[src/hw/wes_pkg.sv]
// Constants, register map and types of the wake event and SMI logic
package wes_pkg;
  // Runtime register offsets
  localparam logic [7:0] OFF_EDGE_SEL = 8'h21;
  localparam logic [7:0] OFF_SCAN_CODE = 8'h5f;
  localparam logic [7:0] OFF_SLEEP_LOW = 8'h60;
  localparam logic [7:0] OFF_SLEEP_HIGH = 8'h61;
  localparam logic [7:0] OFF_SMI_STATUS_SEVEN = 8'h64;
  localparam logic [7:0] OFF_SMI_ENABLE_SEVEN = 8'h66;
  localparam logic [7:0] OFF_WAKE_CTRL = 8'h68;
  localparam logic [7:0] OFF_PIN_CFG = 8'h69;
  localparam logic [7:0] OFF_WAKE_STS1 = 8'h6a;
  localparam logic [7:0] OFF_WAKE_EN1 = 8'h6b;
  localparam logic [7:0] OFF_WAKE_STS2 = 8'h6c;
  localparam logic [7:0] OFF_WAKE_EN2 = 8'h6d;
  localparam logic [7:0] OFF_GPIO_POL = 8'h6e;
  localparam logic [7:0] OFF_GPIO_EITHER_EDGE_TRIGGER = 8'h6f;
  localparam logic [7:0] OFF_WAKE_STS6 = 8'h70;
  localparam logic [7:0] OFF_WAKE_EN6 = 8'h71;
  localparam logic [7:0] OFF_SLOW_CFG = 8'hf0;
  // Field positions
  localparam int SLEEP_EN_BIT = 5;
  localparam int SLEEP_TYPE_LSB = 2;
  localparam int SMI7_SLEEP_BIT = 5;
  localparam int EDGE_LINE_A_BIT = 0;
  localparam int EDGE_LINE_B_BIT = 1;
  localparam int CTRL_GLOBAL_EN_BIT = 0;
  localparam int CTRL_SUMMARY_BIT = 1;
  localparam int CTRL_SMI_A_BIT = 2;
  localparam int CTRL_SMI_B_BIT = 3;
  localparam int PIN_POL_BIT = 0;
  localparam int PIN_PUSH_PULL_BIT = 7;
  localparam int SLOW_PRESENT_BIT = 0;
  localparam int KEY_OFF_BIT = 1;
  localparam int S1_RING_BIT = 0;
  localparam int S1_LINE_A_BIT = 1;
  localparam int S1_LINE_B_BIT = 2;
  localparam int S1_WDT_BIT = 3;
  localparam int S1_TACH_BIT = 4;
  localparam int S1_KEY_BIT = 5;
  // Reset values
  localparam logic [7:0] RST_REG = 8'h00;
  localparam logic [7:0] RST_SCAN_CODE = 8'h00;
  localparam logic [7:0] RST_PIN_CFG = 8'h00;
  // Timing
  localparam int unsigned REF_CLK_HZ = 40_000_000;
  localparam int unsigned SLOW_CLK_HZ = 32_768;
  localparam int unsigned SLOW_DIV_CYCLES = REF_CLK_HZ / SLOW_CLK_HZ;
  localparam int KEY_DATA_BITS = 8;

  typedef enum logic [1:0] {
    KEY_IDLE,
    KEY_DATA,
    KEY_PARITY,
    KEY_STOP
  } wes_key_e;
endpackage : wes_pkg

[src/hw/wes_wake_event_smi.sv]
// Wake event gathering, sleep-enable SMI and specific-key wake detection
// Behaviour
// - Sleep-enable write of one requests SMI
// - Sleep type field is inert storage
// - Two adjacent bytes form 16-bit control
// - Sleep write sets status; enable gates SMI
// - All listed sources can assert wake
// - Wake pin polarity and driver configurable
// - Global enable off blocks wake output
// - Enabled sources assert wake when global on
// - Summary set regardless of global enable
// - Status AND enable sets summary
// - Summary holds until pending events cleared
// - GPIO default polarity sets on rising
// - Either-edge GPIO; write-one clears status
// - Port lines falling or both edges
// - Both-edge lines keep setting until cleared
// - Port status write-one clear drops SMI
// - Register pairs grouped by source kind
// - Scan code on trickle power reset
// - Key match sets status one bit 5
// - Slow clock present selects key clock
// - Key-off bit gates the key logic
`timescale 1ns/10ps
module wes_wake_event_smi #(
  parameter int unsigned DIV_CYCLES = wes_pkg::SLOW_DIV_CYCLES
) (
  input wire logic i_ref_clk,
  input wire logic i_resetn,
  input wire logic i_trickle_resetn,
  input wire logic i_clk_en,
  input wire logic [7:0] i_io_addr,
  input wire logic i_io_wr,
  input wire logic i_io_rd,
  input wire logic [7:0] i_io_wdata,
  output logic [7:0] o_io_rdata,
  input wire logic i_ring_indicator_in_n,
  input wire logic i_kbd_port_line_a,
  input wire logic i_kbd_port_line_b,
  input wire logic i_wdt_timeout,
  input wire logic i_fan_tach_event,
  input wire logic [7:0] i_gpio,
  input wire logic [7:0] i_dev_irq,
  input wire logic i_kbd_clk,
  input wire logic i_kbd_data,
  input wire logic i_slow_clk_ext,
  output logic o_smi_req,
  output logic o_wake_event_out,
  output logic o_wake_event_oe_n
);
  // Divider counter is 11 bits wide
  if (DIV_CYCLES < 2 || DIV_CYCLES > 2047) begin : g_bad_div
    $error("DIV_CYCLES out of range");
  end

  typedef struct packed {
    logic [7:0] edge_sel;
    logic [7:0] sleep_low;
    logic [2:0] sleep_type;
    logic [7:0] smi_status_seven;
    logic [7:0] smi_enable_seven;
    logic [7:0] slow_cfg;
    logic [7:0] wake_ctrl;
    logic [7:0] pin_cfg;
    logic [7:0] sts1;
    logic [7:0] en1;
    logic [7:0] sts2;
    logic [7:0] en2;
    logic [7:0] gpio_pol;
    logic [7:0] gpio_either_edge_trigger;
    logic [7:0] sts6;
    logic [7:0] en6;
    logic summary;
    logic wake_act;
    logic pin_level;
    logic pin_oe_n;
    logic [7:0] rdata;
    logic [7:0] prev_gpio;
    logic [7:0] prev_irq;
    logic prev_ri;
    logic prev_la;
    logic prev_lb;
    logic prev_wdt;
    logic prev_tach;
    logic prev_ext;
    logic prev_kclk;
    logic [10:0] div;
    wes_pkg::wes_key_e kst;
    logic [2:0] kcnt;
    logic [7:0] kbyte;
  } wes_state_s;

  wes_state_s q;
  wes_state_s d;
  logic [7:0] scan_code_q;
  logic [7:0] gpio_set;
  logic [7:0] irq_set;
  logic [7:0] s1_set;
  logic slow_tick;
  logic kclk_fall;
  logic key_hit;
  logic [7:0] pending1;
  logic [7:0] pending2;
  logic [7:0] pending6;

  // GPIO edge: polarity picks rising or falling, either-edge overrides
  genvar gi;
  generate
    for (gi = 0; gi < 8; gi++) begin : g_gpio
      assign gpio_set[gi] = q.gpio_either_edge_trigger[gi] ? (i_gpio[gi] ^ q.prev_gpio[gi]) :
        (q.gpio_pol[gi] ? (q.prev_gpio[gi] & ~i_gpio[gi]) :
        (~q.prev_gpio[gi] & i_gpio[gi]));
      assign irq_set[gi] = i_dev_irq[gi] & ~q.prev_irq[gi];
    end
  endgenerate

  // Ticks stop entirely when the key logic is off, though the divider keeps counting
  assign slow_tick = ~q.slow_cfg[wes_pkg::KEY_OFF_BIT] &
    (q.slow_cfg[wes_pkg::SLOW_PRESENT_BIT] ? (i_slow_clk_ext & ~q.prev_ext) :
    (q.div == 11'h000));
  assign kclk_fall = slow_tick & q.prev_kclk & ~i_kbd_clk;
  assign key_hit = kclk_fall && (q.kst == wes_pkg::KEY_STOP) && i_kbd_data &&
    (q.kbyte == scan_code_q);

  always_comb begin
    s1_set = 8'h00;
    s1_set[wes_pkg::S1_RING_BIT] = q.prev_ri & ~i_ring_indicator_in_n;
    s1_set[wes_pkg::S1_LINE_A_BIT] = q.edge_sel[wes_pkg::EDGE_LINE_A_BIT] ?
      (q.prev_la ^ i_kbd_port_line_a) : (q.prev_la & ~i_kbd_port_line_a);
    s1_set[wes_pkg::S1_LINE_B_BIT] = q.edge_sel[wes_pkg::EDGE_LINE_B_BIT] ?
      (q.prev_lb ^ i_kbd_port_line_b) : (q.prev_lb & ~i_kbd_port_line_b);
    s1_set[wes_pkg::S1_WDT_BIT] = i_wdt_timeout & ~q.prev_wdt;
    s1_set[wes_pkg::S1_TACH_BIT] = i_fan_tach_event & ~q.prev_tach;
    s1_set[wes_pkg::S1_KEY_BIT] = key_hit;
  end

  always_comb begin
    d = q;
    d.prev_gpio = i_gpio;
    d.prev_irq = i_dev_irq;
    d.prev_ri = i_ring_indicator_in_n;
    d.prev_la = i_kbd_port_line_a;
    d.prev_lb = i_kbd_port_line_b;
    d.prev_wdt = i_wdt_timeout;
    d.prev_tach = i_fan_tach_event;
    d.prev_ext = i_slow_clk_ext;
    d.div = (q.div == 11'h000) ? 11'(DIV_CYCLES - 1) : q.div - 11'h001;
    if (slow_tick) begin
      d.prev_kclk = i_kbd_clk;
    end
    if (q.slow_cfg[wes_pkg::KEY_OFF_BIT]) begin
      d.kst = wes_pkg::KEY_IDLE;
    end else if (kclk_fall) begin
      unique case (q.kst)
        wes_pkg::KEY_IDLE: begin
          if (!i_kbd_data) begin
            d.kst = wes_pkg::KEY_DATA;
            d.kcnt = 3'h0;
          end
        end
        wes_pkg::KEY_DATA: begin
          d.kbyte = {i_kbd_data, q.kbyte[7:1]};
          d.kcnt = q.kcnt + 3'h1;
          if (q.kcnt == 3'(wes_pkg::KEY_DATA_BITS - 1)) begin
            d.kst = wes_pkg::KEY_PARITY;
          end
        end
        wes_pkg::KEY_PARITY: begin
          d.kst = (^{q.kbyte, i_kbd_data}) ? wes_pkg::KEY_STOP : wes_pkg::KEY_IDLE;
        end
        wes_pkg::KEY_STOP: begin
          d.kst = wes_pkg::KEY_IDLE;
        end
      endcase
    end

    // Writes; hardware sets are ORed in after the clears so a set wins
    if (i_io_wr) begin
      unique case (i_io_addr)
        wes_pkg::OFF_EDGE_SEL: d.edge_sel = i_io_wdata;
        wes_pkg::OFF_SLEEP_LOW: d.sleep_low = i_io_wdata;
        wes_pkg::OFF_SLEEP_HIGH: d.sleep_type = i_io_wdata[wes_pkg::SLEEP_TYPE_LSB +: 3];
        wes_pkg::OFF_SMI_STATUS_SEVEN: d.smi_status_seven = q.smi_status_seven & ~i_io_wdata;
        wes_pkg::OFF_SMI_ENABLE_SEVEN: d.smi_enable_seven = i_io_wdata;
        wes_pkg::OFF_WAKE_CTRL: d.wake_ctrl = i_io_wdata & 8'h0d;
        wes_pkg::OFF_PIN_CFG: d.pin_cfg = i_io_wdata;
        wes_pkg::OFF_WAKE_STS1: d.sts1 = q.sts1 & ~i_io_wdata;
        wes_pkg::OFF_WAKE_EN1: d.en1 = i_io_wdata;
        wes_pkg::OFF_WAKE_STS2: d.sts2 = q.sts2 & ~i_io_wdata;
        wes_pkg::OFF_WAKE_EN2: d.en2 = i_io_wdata;
        wes_pkg::OFF_GPIO_POL: d.gpio_pol = i_io_wdata;
        wes_pkg::OFF_GPIO_EITHER_EDGE_TRIGGER: d.gpio_either_edge_trigger = i_io_wdata;
        wes_pkg::OFF_WAKE_STS6: d.sts6 = q.sts6 & ~i_io_wdata;
        wes_pkg::OFF_WAKE_EN6: d.en6 = i_io_wdata;
        wes_pkg::OFF_SLOW_CFG: d.slow_cfg = i_io_wdata;
        default: ;
      endcase
    end
    if (i_io_wr && i_io_addr == wes_pkg::OFF_SLEEP_HIGH && i_io_wdata[wes_pkg::SLEEP_EN_BIT]) begin
      d.smi_status_seven[wes_pkg::SMI7_SLEEP_BIT] = 1'b1;
    end
    d.sts1 = d.sts1 | s1_set;
    d.sts2 = d.sts2 | gpio_set;
    d.sts6 = d.sts6 | irq_set;

    // Summary tracks pending enabled events, blind to the global enable
    d.summary = |(d.sts1 & q.en1) | |(d.sts2 & q.en2) | |(d.sts6 & q.en6);
    d.wake_act = d.wake_ctrl[wes_pkg::CTRL_GLOBAL_EN_BIT] & d.summary;
    d.pin_level = d.wake_act ~^ d.pin_cfg[wes_pkg::PIN_POL_BIT];
    // Open drain only ever pulls low, a pull-up makes the high level
    d.pin_oe_n = ~(d.pin_cfg[wes_pkg::PIN_PUSH_PULL_BIT] | ~d.pin_level);

    d.rdata = 8'h00;
    if (i_io_rd) begin
      unique case (i_io_addr)
        wes_pkg::OFF_EDGE_SEL: d.rdata = q.edge_sel;
        wes_pkg::OFF_SCAN_CODE: d.rdata = scan_code_q;
        wes_pkg::OFF_SLEEP_LOW: d.rdata = q.sleep_low;
        wes_pkg::OFF_SLEEP_HIGH: d.rdata = {3'h0, q.sleep_type, 2'h0};
        wes_pkg::OFF_SMI_STATUS_SEVEN: d.rdata = q.smi_status_seven;
        wes_pkg::OFF_SMI_ENABLE_SEVEN: d.rdata = q.smi_enable_seven;
        wes_pkg::OFF_WAKE_CTRL: d.rdata = q.wake_ctrl | {6'h00, q.summary, 1'b0};
        wes_pkg::OFF_PIN_CFG: d.rdata = q.pin_cfg;
        wes_pkg::OFF_WAKE_STS1: d.rdata = q.sts1;
        wes_pkg::OFF_WAKE_EN1: d.rdata = q.en1;
        wes_pkg::OFF_WAKE_STS2: d.rdata = q.sts2;
        wes_pkg::OFF_WAKE_EN2: d.rdata = q.en2;
        wes_pkg::OFF_GPIO_POL: d.rdata = q.gpio_pol;
        wes_pkg::OFF_GPIO_EITHER_EDGE_TRIGGER: d.rdata = q.gpio_either_edge_trigger;
        wes_pkg::OFF_WAKE_STS6: d.rdata = q.sts6;
        wes_pkg::OFF_WAKE_EN6: d.rdata = q.en6;
        wes_pkg::OFF_SLOW_CFG: d.rdata = q.slow_cfg;
        default: d.rdata = 8'h00;
      endcase
    end
  end

  always_ff @(posedge i_ref_clk or negedge i_resetn) begin
    if (!i_resetn) begin
      q <= '0;
      q.pin_cfg <= wes_pkg::RST_PIN_CFG;
      q.pin_level <= 1'b1;
      q.pin_oe_n <= 1'b1;
      q.prev_ri <= 1'b1;
      // Port lines idle high; avoids a false edge after reset
      q.prev_la <= 1'b1;
      q.prev_lb <= 1'b1;
      q.prev_kclk <= 1'b1;
      q.kst <= wes_pkg::KEY_IDLE;
    end else if (i_clk_en) begin
      q <= d;
    end
  end

  // Scan code lives on trickle power, so only its own reset clears it
  always_ff @(posedge i_ref_clk or negedge i_trickle_resetn) begin
    if (!i_trickle_resetn) begin
      scan_code_q <= wes_pkg::RST_SCAN_CODE;
    end else if (i_clk_en && i_io_wr && i_io_addr == wes_pkg::OFF_SCAN_CODE) begin
      scan_code_q <= i_io_wdata;
    end
  end

  assign pending1 = q.sts1 & q.en1;
  assign pending2 = q.sts2 & q.en2;
  assign pending6 = q.sts6 & q.en6;
  // Port-line SMI follows the status bit, so clearing it drops the request
  assign o_smi_req = |(q.smi_status_seven & q.smi_enable_seven) |
    (q.sts1[wes_pkg::S1_LINE_A_BIT] & q.wake_ctrl[wes_pkg::CTRL_SMI_A_BIT]) |
    (q.sts1[wes_pkg::S1_LINE_B_BIT] & q.wake_ctrl[wes_pkg::CTRL_SMI_B_BIT]);
  assign o_wake_event_out = q.pin_level;
  assign o_wake_event_oe_n = q.pin_oe_n;
  assign o_io_rdata = q.rdata;
endmodule : wes_wake_event_smi

[config.mk]
export PLATFORM = sky130hd
export DESIGN_NAME = wes_wake_event_smi
export DESIGN_NICKNAME = d
export VERILOG_FILES = /design/src/hw/wes_pkg.sv /design/src/hw/wes_wake_event_smi.sv
export SDC_FILE = /design/constraint.sdc
export NUM_CORES = 1
export LEC_CHECK = 0
export BUFFER_PORTS_ARGS = -buffer_cell sky130_fd_sc_hd__buf_2
export CORE_ASPECT_RATIO = 1.4
export CORE_MARGIN = 2
export CORE_UTILIZATION = 35
export CTS_CLUSTER_DIAMETER = 40
export DETAILED_ROUTE_END_ITERATION = 7
export GPL_TIMING_DRIVEN = 0
export PLACE_DENSITY = 0.5
export SLEW_MARGIN = 20
export SYNTH_ARGS = -nofsm -noshare
export SYNTH_HDL_FRONTEND = slang
export SYNTH_SLANG_ARGS = --single-unit
[constraint.sdc]
create_clock -name i_ref_clk -period 6.66 [get_ports i_ref_clk]
set_input_delay 0.666 -clock i_ref_clk [delete_from_list [all_inputs] [get_ports i_ref_clk]]
set_output_delay 0.666 -clock i_ref_clk [all_outputs]
set_load 0.01 [all_outputs]
==> summary.txt, run 1 <==
Run status
  • Status: finished, final reports clean

Worst setup path
  • CP most frequent cell: buf_2
  • Critical-path cell list: buf_2 -> buf_2 -> nor4b_1 -> nand3b_1 -> nor3_2 -> nand2_1 -> mux2_2
  • Data arrival, critical path: ~3.5 ns
  • CP peak stage delay: 0.78 ns
  • Crit-path slowest cell: nor3_2
  • CP Launch Type: input pin
  • CP max FO: 10
  • CP endpoint kind: flip-flop
  • Critical path type: in2reg
  • Worst Path Required: about 7 ns
  • Crit path max-delay family: simple AND/OR/NAND/NOR gates
  • Worst path bufs/invs: 2

Clocking
  • CTS tree: done
  • Clock Path Buffers: 2
  • Worst-Skew Late Latency: 0.45 ns
  • Resized Gates After CTS: 0
  • Root buf cell: clkbuf_16
  • # hold bufs at CTS: 0
  • Worst-path clk slew: ~0.07 ns
  • Num CTS Buffers: 17
  • Num Clock Sinks: between 150 and 200
  • Htree depth: 4
  • Post-CTS setup buffer count: 0

Yosys
  • EDFF count, synth: 0
  • Mapped Nets: 938
  • Library cells used by synthesis: 72
  • Prevailing post-synth register cell: dfrtp_1
  • Yosys warning count: 0
  • Sequential area share after synthesis: between 40% and 50%
  • Mapped Area: between 9000 and 10000 um2
  • Avg Inst Size Synth: around 11 um2
  • Flops & latches, synth: ~180
  • Post-synth ARST share: 100%
  • Post-Synthesis Cells: 870

STA
  • Worst Max-Slew Pin Slew: about 1.1 ns
  • Layout Skew: 0.0107 ns
  • Fmax: approximately 310 MHz
  • Tcrit/Tclk final: between 40% and 50%
  • Fin crit period: between 3 and 4 ns
  • RSZ-0062 raised after global routing: false
  • Fin. Hold Viols: 0
  • Setup TNS: 0 ns
  • Final slew viol count: 0
  • Worst slew margin: about a quarter
  • Setup Viol. Count Final: 0

Floorplanning
  • DIE WIDTH: roughly 140 um
  • Total die area: around 29000 um2
  • Core ar.: about 27000 um2
  • IO Count: 57
  • Initial core utilization: between 30% and 40%
  • Die Ht: between 150 and 200 um
  • Site row count: 71

GRT
  • Overall routing resource usage: between 20% and 30%
  • Vias in the first global route: 7439
  • First-pass GRT wire length: roughly 49000 um
  • Initial antenna violation count: 0
  • Overflow left after global routing: 0
  • Maximum number of pins on one net before global-route repair: between 80 and 90

Route
  • Metal3 WL: 1480 um
  • First drt pass iteration count: 7
  • Wire length per cell: roughly 25 um
  • Via count: between 7000 and 8000
  • Final WL: between 30000 and 40000 um
  • Post-DRT Antenna Nets: 0
  • Met1 wire length: 13200 um
  • Post-route DRC: 0
  • Routed wl met2: 16200 um
  • Starting DRT DRC Count: 567
  • Vias/cell: 5.64
  • DR top layer: met4

Final layout
  • Area Growth Syn to Fin: 15.2%
  • Final Instance Area: around 11000 um2
  • Layout net count: slightly above 1000
  • Finished Layout Cells: ~1300
  • Ant diodes: 0
  • Layout cells sized above 1: between 20% and 30%

Placement
  • Gpl congestion: ~0.95
  • PortBufs: 56
  • Post-placement cell count: about 1300
  • Hpwl dp: around 25000 um
  • Post-Place Cell Area: between 10000 and 15000 um2

Min path
  • Hold/Removal Path Class: in2async

Power
  • Pwr/cell area: 234 nW/um2
  • Leakage: slightly below 5 nW
  • IR Drop Worst-Case VDD: between 150 and 200 uV

Flow run
  • Total of max-cap violations: 0
==> through the flow <==
stage / power, mW / hold slack (ns) / utilization, % / worst slack (ns)
after floorplan: 1.42 / 0.370 / - / 4.03
after global placement: 1.54 / 0.468 / 38.4 / 1.84
after detailed placement: 1.55 / 0.471 / 38.8 / 2.96
after CTS: 2.61 / 0.0371 / 41.0 / 3.39
after global routing: 2.70 / 0.0508 / 41.1 / 3.25
final: 2.59 / 0.0495 / 41.1 / 3.45
==> cell usage after synthesis (4+ instances only) <==
cell,count,area share [%]
dfrtp_1,178,46
mux2_2,114,13
nand2_1,89,3.5
o21ai_0,65,3.4
nor2_1,29,1.1
nand3_1,28,1.5
inv_1,26,1.0
ha_1,22,2.9
a22oi_1,20,1.6
nor2b_1,20,1.3
a221oi_1,19,1.7
xnor2_1,18,1.6
a21oi_1,17,0.89
clkbuf_1,17,0.66
mux2i_1,11,1.1
buf_4,10,0.78
nor3_1,10,0.52
a22o_1,9,0.82
nor3_2,9,0.94
a21boi_0,8,0.63
a21o_1,8,0.63
nand2b_1,8,0.52
buf_2,7,0.36
mux2_1,7,0.82
nand4_1,7,0.46
o2bb2ai_1,7,0.64
a222oi_1,6,0.63
a31oi_1,6,0.39
and2_1,6,0.39
dfstp_2,6,1.6
a211o_1,4,0.36
a221o_1,4,0.42
buf_1,4,0.16
o211ai_1,4,0.31
o22ai_1,4,0.26
xor2_1,4,0.36
==> per-layer routing <==
metal	vias to the layer above	global-route usage, %
met5	-	0
met4	0	12.5
met3	81	3.70
met2	271	40.1
met1	3764	29.0
li1	3362	-
==> layout make-up <==
class | count | area (um2)
Clock inverter | 12 | 141
Clock buffer | 20 | 467
Multi-Input combinational cell | 621 | 4730
Inverter | 26 | 97.6
Fill cell | 2660 | 15900
Tap cell | 365 | 457
Sequential cell | 184 | 4610
Buffer | 39 | 200
Timing Repair Buffer | 59 | 353
==> final timing paths <==
path / startpoint / endpoint / slack (ns) / cells after the start
max: i_io_addr[1] / q[174] / 3.45 / 7
min: i_trickle_resetn / scan_code_q[7] / 0.05 / 1
max reg2reg: q[13] / q[3] / 3.79 / 11
min reg2reg: o_io_rdata[3] / o_io_rdata[3] / 0.48 / 1
max in group asynchronous: i_resetn / q[174] / 5.83 / 2
min in group i_ref_clk: i_dev_irq[6] / q[37] / 0.46 / 2
==> flip-flops by register name, summed over array words and instances, names as in the netlist <==
name	count
o_wake_event_oe_n	1
o_wake_event_out	1
scan_code_q	8
q	166
o_io_rdata	8
==> cells by family after synthesis <==
family	synth area share, %
muxes	15.3
adders and majority gates	2.87
AOI/OAI and AO/OA	14.5
and+or+nand+nor	14.1
xor gates and xnor gates	2.01
DFF	48.0
buffers and inverters	3.10
==> cells in the final DEF, fill, tap and decap left out, types with 11 or more instances in the layout <==
cell       instances
buf_4             11
nor2b_1           20
o21ai_0           65
xnor2_1           18
clkbuf_16         17
a22oi_1           20
mux2_2           114
nor2_1            29
a21oi_1           17
ha_1              22
inv_1             26
nand2_1           89
mux2i_1           11
buf_2             62
clkbuf_1          17
a221oi_1          19
nand3_1           28
dfrtp_1          178
==> power breakdown <==
group          switching, mW  internal (mW)  total, mW
logic                  0.171          0.111      0.282
registers             0.0636           1.18       1.25
clock network          0.471          0.588       1.06
No activity file was read; power rests on OpenSTA's default activity.
==> run 2, diff against run 1 <==
clock period = 3.3 ns   (was 6.66 ns; I/O delays follow)
==> run 2 against run 1 <==
  * Wire length is 0.11% higher
  * Critical endpoint unchanged
  * First-iteration DRC count grew 11%
  * Final cell count grew 0.15%
==> summary.txt, run 2 (synthesized netlist as in run 1, its figures left out) <==
Final layout
  • Most frequent cells in the layout: dfrtp_1, mux2_2, nand2_1, o21ai_0, buf_2
  • Finished Layout Cells: about 1300
  • Most flop-heavy register: q
  • # fillers: roughly 2700
  • Footprint of the multi-input gates: about 4700 um2
  • Area Growth Syn to Fin: 15.4%
  • Max FFs per register: ~170
  • Layout cells sized above 1: 26.9%
  • Layout net count: ~1000
  • Ant diodes: 0
  • Register area: around 4600 um2
  • Leading cell type in the layout, fill and taps excluded: dfrtp_1
  • Fin util: 41.2%

Power
  • IR Drop Worst-Case VDD: between 300 and 400 uV
  • Leakage: just under 5 nW
  • Pwr/cell area: 473 nW/um2
  • Total power: 5.24 mW

Worst setup path
  • R2R depth: 11
  • CP endpoint kind: flip-flop
  • CP Launch Type: input pin
  • Worst Setup SP: i_io_addr[1]
  • Data arrival, critical path: roughly 3.2 ns
  • Critical path type: in2reg
  • CP max FO: 10
  • Worst reg2reg startpoint: q[13]
  • Worst Path Required: 3.62 ns

GRT
  • First-pass GRT wire length: ~49000 um
  • Overflow left after global routing: 0
  • Maximum number of pins on one net before global-route repair: between 80 and 90
  • Overall routing resource usage: a little under a quarter
  • Initial antenna violation count: 0
  • Vias in the first global route: 7447

Floorplanning
  • DIE WIDTH: between 100 and 150 um
  • Initial core utilization: between 30% and 40%
  • IO Count: 57
  • Die Ht: 200 um
  • Total die area: 28800 um2
  • Core ar.: 26900 um2
  • Site row count: 71

Placement
  • PortBufs: 56
  • Gpl congestion: about 0.95
  • Hpwl dp: 24500 um
  • Post-placement cell count: about 1300

Clocking
  • CTS tree: done
  • Num CTS Buffers: 17
  • Post-CTS setup buffer count: 0
  • Htree depth: 4
  • Root buf cell: clkbuf_16
  • Worst-Skew Late Latency: ~0.45 ns
  • Clock Path Buffers: 2
  • Worst-path clk slew: roughly 0.070 ns
  • Num Clock Sinks: 184

Route
  • Starting DRT DRC Count: approximately 630
  • Vias/cell: 5.63
  • Wire length per cell: about 25 um
  • Final WL: 32600 um
  • Post-route DRC: 0
  • First drt pass iteration count: 7
  • Via count: approximately 7500
  • Post-DRT Antenna Nets: 0

Min path
  • WHS Path Cells: 2
  • Hold path start: i_dev_irq[6]
  • Hold/Removal Path Class: in2reg

STA
  • Worst Max-Slew Pin Slew: about 1.1 ns
  • Final slew viol count: 0
  • Layout Skew: ~0.011 ns
  • Tcrit/Tclk final: slightly below 90%
  • RSZ-0062 raised after global routing: false
  • Worst slew margin: roughly 25%
  • Fin crit period: just under 3 ns
  • Setup TNS: 0 ns
  • Setup Viol. Count Final: 0
  • Fin. Hold Viols: 0
  • Fmax: approximately 350 MHz

Flow run
  • Total of max-cap violations: 0

Run status
  • Status: finished, final reports clean
-- run 2: layout make-up --
class	instances	share of cell area, %
multi-input cells	621	42.7
flip-flops and latches	184	41.6
clock buffers	20	4.21
well taps	365	4.12
repair buffers	61	3.37
plain buffers	39	1.81
clock inverters	12	1.28
inverters	26	0.881
-- run 2: power breakdown --
group / switching, mW / total, mW / internal, mW
Clock: 0.959 / 2.15 / 1.19
Sequential: 0.128 / 2.52 / 2.39
Combinational: 0.346 / 0.572 / 0.226
-- run 2: critical path, cell delays in order --
cell	delay (ns)
buf_2	0.10
buf_2	0.19
nor4b_1	0.57
nand3b_1	0.25
nor3_2	0.78
nand2_1	0.55
mux2_2	0.42
-- run 2: final timing paths --
check                            endpoint  slack, ns
max                                q[174]       0.41
min                                 q[37]       0.12
max reg2reg                          q[3]       0.43
min reg2reg                 o_io_rdata[3]       0.48
max in group asynchronous          q[130]       2.21
min in group asynchronous  scan_code_q[7]       0.25
-- run 2: what timing repair did --
action / 4_1_cts / 5_1_grt
endpoints found under the setup margin: 0 / 0
resized for setup: 0 / 0
hold buffers: 2 / 0
endpoints found under the hold margin: 42 / 0
-- run 2: stage by stage --
stage / setup slack (ns) / cell area [um2] / hold WS [ns]
floorplan: 0.776 / 9600 / 0.0344
global placement: -1.19 / 10300 / 0.181
detailed placement: -0.0687 / 10400 / 0.179
CTS: 0.366 / 11100 / 0.105
global route: 0.197 / 11100 / 0.109
finish: 0.414 / 11100 / 0.122
-- run 2: metal layers --
metal  track usage [%]  share of wire, %  wire length, um
met5                 0                 0                0
met3              3.70               4.2             1380
met4              12.5               5.2             1690
met1              29.0                41            13200
met2              40.2                50            16300
